[src/spms_params.svh]
/*
 * Register offsets, field positions, reset values and rate codes of the
 * byte-wide serial port. Assumes inclusion by bare name from the design.
 */
`ifndef SPMS_PARAMS_SVH
`define SPMS_PARAMS_SVH

// Register indices on the plain register port.
`define SPMS_ADDR_DATA      2'h1
`define SPMS_ADDR_CTRL      2'h2
`define SPMS_ADDR_STAT      2'h3

// Control field positions.
`define SPMS_CR_IRQ_EN      7
`define SPMS_CR_OUT_EN      6
`define SPMS_CR_RATE_DIV    5
`define SPMS_CR_MASTER      4
`define SPMS_CR_IDLE_LVL    3
`define SPMS_CR_CAPT_EDGE   2

// Status field positions.
`define SPMS_SR_DONE        7
`define SPMS_SR_WRITE_COLLISION_FLAG        6
`define SPMS_SR_OVR         5
`define SPMS_SR_MODE_FAULT_FLAG        4
`define SPMS_SR_SOD         2
`define SPMS_SR_SSM         1
`define SPMS_SR_SSI         0

// Reset values.
`define SPMS_CTRL_RESET     8'h00
`define SPMS_STAT_RESET     8'h00

// Serial clock half periods in CPU clocks for each rate code {div, rate[1:0]}.
`define SPMS_HALF_DIV4      7'h02
`define SPMS_HALF_DIV8      7'h04
`define SPMS_HALF_DIV16     7'h08
`define SPMS_HALF_DIV32     7'h10
`define SPMS_HALF_DIV64     7'h20
`define SPMS_HALF_DIV128    7'h40

`endif

[src/spms_pkg.sv]
/*
 * Types shared by the serial port design. Assumes the constants header
 * is compiled alongside.
 */
`default_nettype none
package spms_pkg;

  // Serial link pins seen by the port: inputs and three-signal outputs.
  typedef struct packed {
    logic sck_in;
    logic mosi_in;
    logic miso_in;
    logic ss_n_in;
  } spms_pins_in_t;

  typedef struct packed {
    logic sck_out;
    logic sck_oe;
    logic mosi_out;
    logic mosi_oe;
    logic miso_out;
    logic miso_oe;
  } spms_pins_out_t;

  // Exchange sequencer states.
  typedef enum logic [2:0] {
    SPMS_IDLE  = 3'b001,
    SPMS_SHIFT = 3'b010,
    SPMS_DONE  = 3'b100
  } spms_state_t;

endpackage
`default_nettype wire

[src/spms_port.sv]
/*
 * Byte-wide serial port, master or slave, with control/status and data
 * registers behind a plain register port. Assumes the link pins are
 * synchronous to i_mclk and the low-power inputs come from the CPU core.
 */
// Our own choices: strobed register access and the placing of the registers.
// Functional notes
// - In WAIT the port runs unchanged; any port interrupt wakes the CPU.
// - In HALT registers freeze and the port is inactive until woken.
// - Several bytes received before HALT wake-up servicing raise overrun.
// - As slave, only transfer-done may wake from HALT; faults wake from WAIT.
// - HALT wake-up works only if internal select is low at HALT entry.
// - After HALT wake-up in slave mode one extra exchange restores normal state.
// - All three events share one request, gated by enable and CPU mask.
// - Control bit 7 enables requests from done, fault and overrun flags.
// - Control bit 6 connects the pins; cleared by reset and by mode fault.
// - Control bit 4 selects master; cleared by hardware on mode fault.
// - Control bit 3 sets the serial clock idle level in master mode; the slave ignores it.
// - Control bit 2 selects first or second clock transition for capture.
// - Three rate bits divide the CPU clock by 4 to 128 in master mode.
// - Rate bits ignored in slave mode; bit 5 set selects divide by 4 or 32 with rate bits 00 or 10, else 128.
// - A slave with no new byte echoes the previously received byte.
// - Multi-master arbitration uses master select and mode-fault flag.
// - Status bit 7 set at completion; cleared by status then data access.
// - Status bit 5 set when a byte completes while bit 7 is still set.
// - Status bit 6 set by a data write during transfer; write discarded.
// - Status bit 1 makes select follow bit 0; bit 2 disables data output.
`include "spms_params.svh"
`timescale 1ns/1ps
`default_nettype none
module spms_port (
  // Clock and reset.
  input  wire logic                    i_mclk,
  input  wire logic                    i_rst_b,
  // Register port.
  input  wire logic [1:0]              i_addr,
  input  wire logic [7:0]              i_wdata,
  input  wire logic                    i_wr,
  input  wire logic                    i_rd,
  output var  logic [7:0]              o_rdata,
  // CPU low-power state and interrupt mask.
  input  wire logic                    i_halt,
  input  wire logic                    i_irq_mask,
  // Serial pins.
  input  wire spms_pkg::spms_pins_in_t  i_pins,
  output var  spms_pkg::spms_pins_out_t o_pins,
  // Interrupt request and wake-up requests.
  output var  logic                    o_irq,
  output var  logic                    o_wake_wait,
  output var  logic                    o_wake_halt
);

  logic                 rst_m;
  logic                 rst_s;
  logic [7:0]           ctrl;
  logic                 done_f, write_collision_flag_f, ovr_f, mode_fault_flag_f, data_output_disable, select_software_mode, select_software_level;
  logic [7:0]           shreg;
  logic [7:0]           rxbuf;
  logic [2:0]           bitcnt;
  logic                 phase;
  logic [6:0]           divcnt;
  logic                 sck_int;
  logic                 tx_q;
  logic                 sck_q;
  logic                 ss_q;
  logic                 stat_seen;
  logic                 mode_fault_flag_seen;
  logic                 halt_armed;
  logic                 halt_q;
  spms_pkg::spms_state_t state;

  // Reset is released through two flops; all logic uses the synced copy.
  always_ff @(posedge i_mclk or negedge i_rst_b) begin
    if (!i_rst_b) begin
      rst_m <= 1'b0;
      rst_s <= 1'b0;
    end else begin
      rst_m <= 1'b1;
      rst_s <= rst_m;
    end
  end

  // Decoding of the register port and of control fields.
  wire       wr_data   = i_wr && (i_addr == `SPMS_ADDR_DATA);
  wire       wr_ctrl   = i_wr && (i_addr == `SPMS_ADDR_CTRL);
  wire       wr_stat   = i_wr && (i_addr == `SPMS_ADDR_STAT);
  wire       rd_data   = i_rd && (i_addr == `SPMS_ADDR_DATA);
  wire       rd_stat   = i_rd && (i_addr == `SPMS_ADDR_STAT);
  wire       irq_en    = ctrl[`SPMS_CR_IRQ_EN];
  wire       out_en    = ctrl[`SPMS_CR_OUT_EN];
  wire       master    = ctrl[`SPMS_CR_MASTER];
  wire       idle_lvl  = ctrl[`SPMS_CR_IDLE_LVL];
  wire       capt_edge = ctrl[`SPMS_CR_CAPT_EDGE];
  wire [2:0] rate_code = {ctrl[`SPMS_CR_RATE_DIV], ctrl[1:0]};
  wire [7:0] stat_word = {done_f, write_collision_flag_f, ovr_f, mode_fault_flag_f, 1'b0, data_output_disable, select_software_mode, select_software_level};

  // Internal select follows the software level or the pin.
  wire       ss_int   = select_software_mode ? select_software_level : i_pins.ss_n_in;
  // Mode fault: select pulled low while master.
  wire       fault_ev = master && !ss_int;
  // HALT freezes the port unless a slave was armed at HALT entry.
  wire       active   = !i_halt || halt_armed;
  wire       busy     = (state == spms_pkg::SPMS_SHIFT);
  // The master divider keeps running through the closing half period too,
  // otherwise a phase 0 exchange could never give its last clock edge.
  wire       run_m    = (state != spms_pkg::SPMS_IDLE);
  wire       slave_on = out_en && !master && !ss_int && active;

  // Master half-period chosen from the rate bits; slave ignores them.
  logic [6:0] half_per;
  always_comb begin
    unique case (rate_code)
      3'b100:  half_per = `SPMS_HALF_DIV4;
      3'b000:  half_per = `SPMS_HALF_DIV8;
      3'b001:  half_per = `SPMS_HALF_DIV16;
      3'b110:  half_per = `SPMS_HALF_DIV32;
      3'b010:  half_per = `SPMS_HALF_DIV64;
      3'b011:  half_per = `SPMS_HALF_DIV128;
      default: half_per = `SPMS_HALF_DIV128;
    endcase
  end

  // Edge sources: master uses the divider, slave watches the sampled pin.
  wire m_tick    = master && run_m && active && (divcnt == half_per - 7'h01);
  wire s_edge    = slave_on && (i_pins.sck_in != sck_q);
  wire sck_edge  = m_tick || s_edge;
  // Capture on odd transitions when phase is 0, even ones when phase is 1.
  wire cap_now   = sck_edge && (phase == capt_edge);
  wire shift_now = sck_edge && (phase != capt_edge);
  wire rx_bit    = master ? i_pins.miso_in : i_pins.mosi_in;
  wire last_cap  = cap_now && (bitcnt == 3'h7);
  // Data writes are refused while busy or while the done flag stands.
  wire wr_ok     = wr_data && !busy && !done_f;
  wire start_m   = wr_ok && master && out_en;
  wire slv_start = s_edge && (state == spms_pkg::SPMS_IDLE);

  // Sequencer for one eight-bit exchange.
  always_ff @(posedge i_mclk or negedge rst_s) begin
    if (!rst_s) begin
      state  <= spms_pkg::SPMS_IDLE;
      bitcnt <= 3'h0;
      phase  <= 1'b0;
      divcnt <= 7'h00;
    end else begin
      unique case (state)
        spms_pkg::SPMS_IDLE: begin
          bitcnt <= 3'h0;
          phase  <= slv_start ? 1'b1 : 1'b0;
          divcnt <= 7'h00;
          if (start_m || slv_start) begin
            state <= spms_pkg::SPMS_SHIFT;
          end
        end
        spms_pkg::SPMS_SHIFT: begin
          divcnt <= m_tick ? 7'h00 : (active ? divcnt + 7'h01 : divcnt);
          if (sck_edge) begin
            phase <= ~phase;
          end
          if (cap_now) begin
            bitcnt <= bitcnt + 3'h1;
          end
          if (last_cap || !out_en) begin
            state <= spms_pkg::SPMS_DONE;
          end
        end
        spms_pkg::SPMS_DONE: begin
          // Phase 0 ends on a capture edge, so the master waits one more
          // half period for the edge that returns the clock to idle.
          if (!master || m_tick || capt_edge == 1'b1 || !out_en) begin
            state <= spms_pkg::SPMS_IDLE;
          end
          divcnt <= m_tick ? 7'h00 : divcnt + 7'h01;
          if (sck_edge) begin
            phase <= ~phase;
          end
        end
      endcase
    end
  end

  // Shift register: loaded by a data write, otherwise keeps the last
  // received byte so an unreloaded slave echoes it back.
  always_ff @(posedge i_mclk or negedge rst_s) begin
    if (!rst_s) begin
      shreg <= 8'h00;
    end else if (wr_ok) begin
      shreg <= i_wdata;
    end else if (cap_now) begin
      shreg <= {shreg[6:0], rx_bit};
    end
  end

  // Receive buffer takes the byte only when the done flag is clear.
  always_ff @(posedge i_mclk or negedge rst_s) begin
    if (!rst_s) begin
      rxbuf <= 8'h00;
    end else if (last_cap && !done_f) begin
      rxbuf <= {shreg[6:0], rx_bit};
    end
  end

  // Next clock level and next output bit reach the pins on the same edge
  // as the internal copies, so the far side sees no extra pipeline lag
  // and data only changes on shift edges, never on capture edges.
  wire sck_next = (run_m && master) ? (m_tick ? ~sck_int : sck_int) : idle_lvl;
  wire tx_next  = wr_ok ? i_wdata[7] :
                  (shift_now || state == spms_pkg::SPMS_IDLE) ? shreg[7] : tx_q;

  // Link-side sampled copies, the master serial clock level and output bit.
  always_ff @(posedge i_mclk or negedge rst_s) begin
    if (!rst_s) begin
      sck_q   <= 1'b0;
      ss_q    <= 1'b1;
      sck_int <= 1'b0;
      tx_q    <= 1'b0;
    end else begin
      sck_q   <= i_pins.sck_in;
      ss_q    <= ss_int;
      sck_int <= sck_next;
      tx_q    <= tx_next;
    end
  end

  // Control register; hardware clears enable and master on mode fault.
  // Setting either while the fault stands is blocked outside clearing.
  wire [7:0] ctrl_wr = (mode_fault_flag_f && !mode_fault_flag_seen) ? (i_wdata & 8'haf) : i_wdata;
  always_ff @(posedge i_mclk or negedge rst_s) begin
    if (!rst_s) begin
      ctrl <= `SPMS_CTRL_RESET;
    end else if (fault_ev) begin
      ctrl <= ctrl & 8'haf;
    end else if (wr_ctrl && !i_halt) begin
      ctrl <= ctrl_wr;
    end
  end

  // Status flags: a hardware set in the same cycle as a clear wins.
  wire clr_done = stat_seen && (rd_data || wr_data);
  wire clr_write_collision_flag = stat_seen && (rd_data || wr_data);
  wire clr_mode_fault_flag = mode_fault_flag_seen && wr_ctrl;
  wire set_ovr  = last_cap && done_f;
  always_ff @(posedge i_mclk or negedge rst_s) begin
    if (!rst_s) begin
      {done_f, write_collision_flag_f, ovr_f, mode_fault_flag_f} <= 4'h0;
      {data_output_disable, select_software_mode, select_software_level}                 <= 3'h0;
      stat_seen                       <= 1'b0;
      mode_fault_flag_seen                       <= 1'b0;
    end else begin
      done_f    <= last_cap || (done_f && !clr_done);
      write_collision_flag_f    <= (wr_data && busy) || (write_collision_flag_f && !clr_write_collision_flag);
      ovr_f     <= set_ovr || (ovr_f && !rd_stat);
      mode_fault_flag_f    <= fault_ev || (mode_fault_flag_f && !clr_mode_fault_flag);
      // Only a status access while the done flag stands arms the clear.
      stat_seen <= ((rd_stat || wr_stat) && done_f) ? 1'b1 :
                   (clr_done ? 1'b0 : stat_seen);
      mode_fault_flag_seen <= (rd_stat && mode_fault_flag_f) ? 1'b1 : (clr_mode_fault_flag ? 1'b0 : mode_fault_flag_seen);
      if (wr_stat && !i_halt) begin
        {data_output_disable, select_software_mode, select_software_level} <= i_wdata[2:0];
      end
    end
  end

  // Wake-up arm: caught on HALT entry when a slave is selected.
  always_ff @(posedge i_mclk or negedge rst_s) begin
    if (!rst_s) begin
      halt_q     <= 1'b0;
      halt_armed <= 1'b0;
    end else begin
      halt_q <= i_halt;
      if (i_halt && !halt_q) begin
        halt_armed <= !master && out_en && !ss_int;
      end else if (!i_halt && (master || !busy)) begin
        halt_armed <= 1'b0;
      end
    end
  end

  // Read data, request and pin drive are all registered outputs.
  wire [7:0] rd_mux = rd_stat ? stat_word :
                      rd_data ? rxbuf :
                      (i_rd && i_addr == `SPMS_ADDR_CTRL) ? ctrl : 8'h00;
  wire any_flag = done_f || mode_fault_flag_f || ovr_f;
  wire tx_bit   = tx_next;
  always_ff @(posedge i_mclk or negedge rst_s) begin
    if (!rst_s) begin
      o_rdata     <= 8'h00;
      o_irq       <= 1'b0;
      o_wake_wait <= 1'b0;
      o_wake_halt <= 1'b0;
      o_pins      <= '0;
    end else begin
      o_rdata         <= rd_mux;
      o_irq           <= irq_en && !i_irq_mask && any_flag;
      o_wake_wait     <= irq_en && any_flag;
      o_wake_halt     <= irq_en && done_f && !master && halt_armed;
      o_pins.sck_out  <= sck_next;
      o_pins.sck_oe   <= out_en && master;
      o_pins.mosi_out <= tx_bit;
      o_pins.mosi_oe  <= out_en && master && !data_output_disable;
      o_pins.miso_out <= tx_bit;
      o_pins.miso_oe  <= out_en && !master && !ss_int && !data_output_disable;
    end
  end

endmodule
`default_nettype wire

[config.mk]
export PLATFORM = sky130hd
export DESIGN_NAME = spms_port
export DESIGN_NICKNAME = d
export VERILOG_FILES = /design/src/spms_pkg.sv /design/src/spms_port.sv
export VERILOG_INCLUDE_DIRS = /design/src
export SDC_FILE = /design/constraint.sdc
export NUM_CORES = 1
export LEC_CHECK = 0
export ABC_AREA = 1
export BUFFER_PORTS_ARGS = -buffer_cell sky130_fd_sc_hd__buf_4
export CAP_MARGIN = 20
export CORE_MARGIN = 10
export CORE_UTILIZATION = 58
export CTS_BUF_LIST = sky130_fd_sc_hd__clkbuf_16
export DETAILED_ROUTE_END_ITERATION = 10
export PLACE_DENSITY = 0.79
export SLEW_MARGIN = 20
export SYNTH_ARGS = -nofsm -noshare
export SYNTH_HDL_FRONTEND = slang
export SYNTH_SLANG_ARGS = --single-unit
[constraint.sdc]
create_clock -name i_mclk -period 2.4 [get_ports i_mclk]
set_input_delay 0.48 -clock i_mclk [delete_from_list [all_inputs] [get_ports i_mclk]]
set_output_delay 0.48 -clock i_mclk [all_outputs]
set_load 0.01 [all_outputs]
Word-level counts from Yosys, hierarchy flattened:

Index checks and enable logic that the tools add are counted.
W data, S select, Z words.

* bits in registers: 68
* bits of input ports: 20
* output and inout port bits: 17
* word-level logic and storage cells: 183

* add/sub/neg operators: 3
* eq/ne operators: 23
* muxes and demuxes: 34
* bitwise operators: 3
* reductions and logical operators: 89

Operators by type and width (count)
* $logic_and A1 B1 Y1: 47
* $mux W7: 6
* $mux W8: 5
* $pmux W7 S5: 1
* $pmux W7 S3: 1
* $logic_or A1 B1 Y1: 17
* $mux W1: 14
* $reduce_bool A2 Y1: 7
* $logic_not A1 Y1: 13
* $eq A3 B3 Y1 const B: 4
* $mux W3: 4
* $pmux W3 S3: 1
* $ne A2 B1 Y1 const B: 4
* $add A7 B1 Y7 const B: 1
* $eq A7 B7 Y1: 1
* $sub A7 B1 Y7 const B: 1
* $eq A3 B1 Y1 const B: 2
* $eq A3 B2 Y1 const B: 2
* $pmux W3 S2: 1
* $eq A2 B2 Y1 const B: 2
* $ne A2 B2 Y1 const B: 2
* $reduce_and A2 Y1: 2
* $add A3 B1 Y3 const B: 1
* $logic_not A3 Y1: 1
* other kinds (9): 12

Depth between registers and ports, before layout:

* depth after elaboration: 11
* gate-level depth with buffers: 18
* gate-level depth less buffers: 17

Worst setup path after synthesis:

Ideal clock, no wire load.

* path type: register to register
* from: register ctrl[5]
* to: register rxbuf[6]
* library setup time: 0.117 ns
* arrival: 1.907 ns
* required time: 2.283 ns
* setup slack: 0.375 ns
* stages on the path, launching flop included: 18
* path buffers: 1
* clock period less this slack: 2.025 ns
* path through: dfrtp_1 -> inv_2 -> nand2_2 -> inv_2 -> nand2_1 -> ha_1 -> inv_1 -> nand2_1 -> nand2_1 -> nor2_1 -> nand2_1 -> nor2_2 -> nand3_4 -> nand2_4 -> nand4_4 -> buf_6 -> nand2_2 -> o21ai_2

* word-level cells in the longest chain between the ends: 9
* elaborated cells between the ends (all ways): 13
* those cells by class: add/sub: 1; eq/ne: 5; mux: 1; reduce/logical: 6

Ends and longest elaborated chain
* from (decl): line spms_port.sv:55 `logic [7:0] ctrl;`
* from (signal assigned): line spms_port.sv:229 `` ctrl <= `SPMS_CTRL_RESET; ``
* from (signal assigned): line spms_port.sv:231 `ctrl <= ctrl & 8'haf;`
* from (signal assigned): line spms_port.sv:233 `ctrl <= ctrl_wr;`
* $eq A3 B2 Y1, or another cell as far along: line spms_port.sv:112 `unique case (rate_code)`
* $pmux W7 S5 (*): line spms_port.sv:112
* $sub A7 B1 Y7 (*): line spms_port.sv:124 `wire m_tick = master && run_m && active && (divcnt == half_per - 7'h01);`
* $eq A7 B7 Y1 (*): line spms_port.sv:124
* $logic_and A1 B1 Y1 (*): line spms_port.sv:124
* $logic_or A1 B1 Y1 (*): line spms_port.sv:126 `wire sck_edge = m_tick || s_edge;`
* $logic_and A1 B1 Y1 (*): line spms_port.sv:128 `wire cap_now = sck_edge && (phase == capt_edge);`
* $logic_and A1 B1 Y1 (*): line spms_port.sv:131 `wire last_cap = cap_now && (bitcnt == 3'h7);`
* $logic_and A1 B1 Y1 (*): line spms_port.sv:197 `end else if (last_cap && !done_f) begin`
* to (signal assigned): line spms_port.sv:198 `rxbuf <= {shreg[6:0], rx_bit};`
* to (decl): line spms_port.sv:58 `logic [7:0] rxbuf;`

Mark *: on every way between the ends. The rest lies on a longest branch, timed or not.
A chain may end at the register's enable or synchronous reset.

Worst setup path after layout:

* from: register ctrl[5]
* to: register rxbuf[1]

Same word-level chain as after synthesis.

==> results.ini <==
[run_status]
status = finished clean

[worst_hold_path]
hp-class = flip-flop to async pin

[grt]
grt_max_degree = 45
grt_pass1_vias = 2782
grt-ovfl-total = 0
grt_pass1_wl_um = 13000
antenna_found_initial = 0
grt_use_total = 0.186

[floorplanning]
initial_core_util = 0.597
die_area_um2 = 9030
die_x_um = 95.1
ios = 37
num_rows = 27
fp.coreArea_um2 = 5470
die_h_um = 95.1

[setup_path]
critPathLaunchType = flip-flop
cp.buffers_inverters = 4
path_cells = inv_2, nand2_2, inv_2, nand2_1, ha_1, inv_1, nand2_1, nand2_1, nor2_1, nand2_1, nor2_2, nand3_4, nand2_8, nand4_4, buf_12, nand2_1, o21ai_2
path_delay_family = simple AND/OR/NAND/NOR gates
path_class = flip-flop to flip-flop
cpMaxStageDelayCell = dfrtp_1
worstPathArrival_ns = 2.44
required_ns = 2.62
critPathMaxStageDelay_ns = 0.43
critPathCaptureType = flip-flop
crit_cells = 17
worstPathMaxFanout = 16
cpMostUsedCell = nand2_1
ff2ff_path_depth = 17

[route]
met2WireLength_um = 3740
wl_per_cell_um = 15.6
vias_per_cell = 5.53
vias = 2736
routed_wirelength_um = 7720
drt_iter0_markers = 223
met3WireLength_um = 637
drc = 0
drt_pre_antenna_iters = 5
drtAntennaViolNets = 0
met1Wirelength_um = 3140
top_layer = met4

[synthesis]
synth_area_um2 = 3270
ys_ff_latch = 68
postSynthAreaPerCell_um2 = 8.69
ys_seq_area_frac = 0.521
synth_cell_type_count = 36
syn-num-nets = 400
synth_cells = 376
yosysWarnings = 0

[placed_design]
post-place-cells = 477
place_congestion = 0.916
dp_hpwl_um = 5490
io_buffers = 36

[timing]
finalCritPeriodShare = 0.923
period_needed_ns = 2.22
worstMarginPinSlew_ns = 0.514
relSlewSlack = 0.657
final_hold_viol_count = 0
finalMaxSlewViolations = 0
max_freq_mhz = 451
setup_viol = 0
finalClockSkew_ns = 0.00574

[clock_tree]
clkTransAtPathRegs_ns = 0.06
h-tree-depth = 3
cts_buffers = 9
cts_tree = yes
clock_latency_ns = 0.33
clock_sinks = 68
cts_max_path_buffers = 2
clock-root-buffer = clkbuf_16

[final_layout]
nets = 442
syn_to_final_growth_pct = 20.2
antenna_cells = 0
drive_gt1_frac = 0.213
final_cells = 495
n_fill_cell = 434

[pwr]
ir_worst_vdd_uv = 672
power_mw = 3.75
leakage_nw = 1.94
power_density_nw_per_um2 = 955

[flow_run]
cap_violations = 0

-- cell families (layout without fill, tap and decap cells) --
group,Yosys count,in the layout,share of synthesized area
buffers and inverters,72,119,0.0919
multiplexers,1,1,0.00306
adder cells (fa/ha/maj),4,4,0.0153
flip-flops,68,68,0.521
AND/OR/NAND/NOR,160,160,0.230
other,1,1,0.00115
AO/OA/AOI/OAI,63,63,0.118
XOR/XNOR,7,7,0.0188
-- cell usage after synthesis, drive strengths merged --
cell / count / area share
o22ai: 7 / 0.013
xnor2: 2 / 0.0054
mux2i: 1 / 0.0031
nand3: 26 / 0.045
ha: 4 / 0.015
o211ai: 1 / 0.0023
o21ai: 40 / 0.070
nor3: 13 / 0.021
and3: 2 / 0.0038
o221ai: 7 / 0.019
xor2: 5 / 0.013
nor2: 26 / 0.034
a21oi: 8 / 0.013
dfstp: 1 / 0.0080
inv: 63 / 0.072
nand2: 86 / 0.11
nand3b: 2 / 0.0046
nor4: 1 / 0.0019
dfrtp: 67 / 0.51
or2: 1 / 0.0019
clkbuf: 3 / 0.0034
buf: 6 / 0.016
nand4: 3 / 0.010
conb: 1 / 0.0011
-- metrics by stage --
step / setup TNS [ns] / area (µm²) / setup WS, ns / hold WS, ns / util
after floorplan: 0 / 3270 / 0.368 / 0.184 / -
after global placement: 0 / 3590 / 0.232 / 0.253 / 0.656
after detailed placement: 0 / 3590 / 0.104 / 0.257 / 0.656
after CTS: 0 / 3890 / 0.0932 / 0.267 / 0.710
after global routing: -0.00786 / 3930 / -0.00527 / 0.267 / 0.717
final: 0 / 3930 / 0.184 / 0.242 / 0.717
-- what timing repair did --
item                       CTS  global route
setup endpoints to repair    0            14
hold buffers                 1             0
buffers inserted             0             1
hold endpoints to repair     2             0
gates resized for setup      0             3
-- routing by layer --
metal	track usage	vias up
li1	-	1292
met4	0.0698	0
met5	0	-
met3	0.0589	20
met2	0.303	126
met1	0.226	1298
-- layout by cell type, fill, tap and decap left out, types with 2 or more instances in the layout --
master      count
clkinvlp_4      3
buf_4          37
inv_1          56
inv_2           7
dfrtp_1        66
and3_1          2
xnor2_1         2
o221ai_1        7
nor2_1         23
inv_6           2
o21ai_2         8
nand3_2         3
nand3b_1        2
nor3_1         12
clkbuf_16       9
nand2_1        79
nand2_2         5
xor2_1          5
nand4_1         2
o21ai_0        32
ha_1            4
a21oi_1         7
nor2_2          2
o22ai_1         7
nand3_1        22
buf_12          2
-- state kept, by name, summed over array words and instances (netlist names), 3 cells and up --
name / cells
bitcnt: 3
shreg: 8
o_rdata: 8
ctrl: 8
state: 3
o_pins: 5
rxbuf: 8
divcnt: 7
-- area by class of cell --
class,count,area [µm²],area share
timing repair buffer,40,328,0.0835
tap,72,90.1,0.0229
inverter,63,236,0.0602
clock inverter,7,60.1,0.0153
clock buffer,9,225,0.0574
multi-input combinational,236,1280,0.327
sequential,68,1700,0.434
-- final timing paths --
path | slack, ns | end | startpoint
min in group i_mclk | 0.27 | sck_q | i_pins[3]
setup / recovery | 0.18 | rxbuf[1] | ctrl[5]
hold reg to reg | 0.24 | o_rdata[6] | rst_s
setup reg to reg | 0.18 | rxbuf[1] | ctrl[5]
hold / removal | 0.24 | o_rdata[6] | rst_s
max in group asynchronous | 1.49 | state[0] | rst_s
-- power breakdown --
part / switching, mW / internal (mW)
logic: 0.630 / 0.347
registers: 0.165 / 1.36
clock network: 0.527 / 0.714
total: 1.32 / 2.43
(Power assumes the default switching activity.)
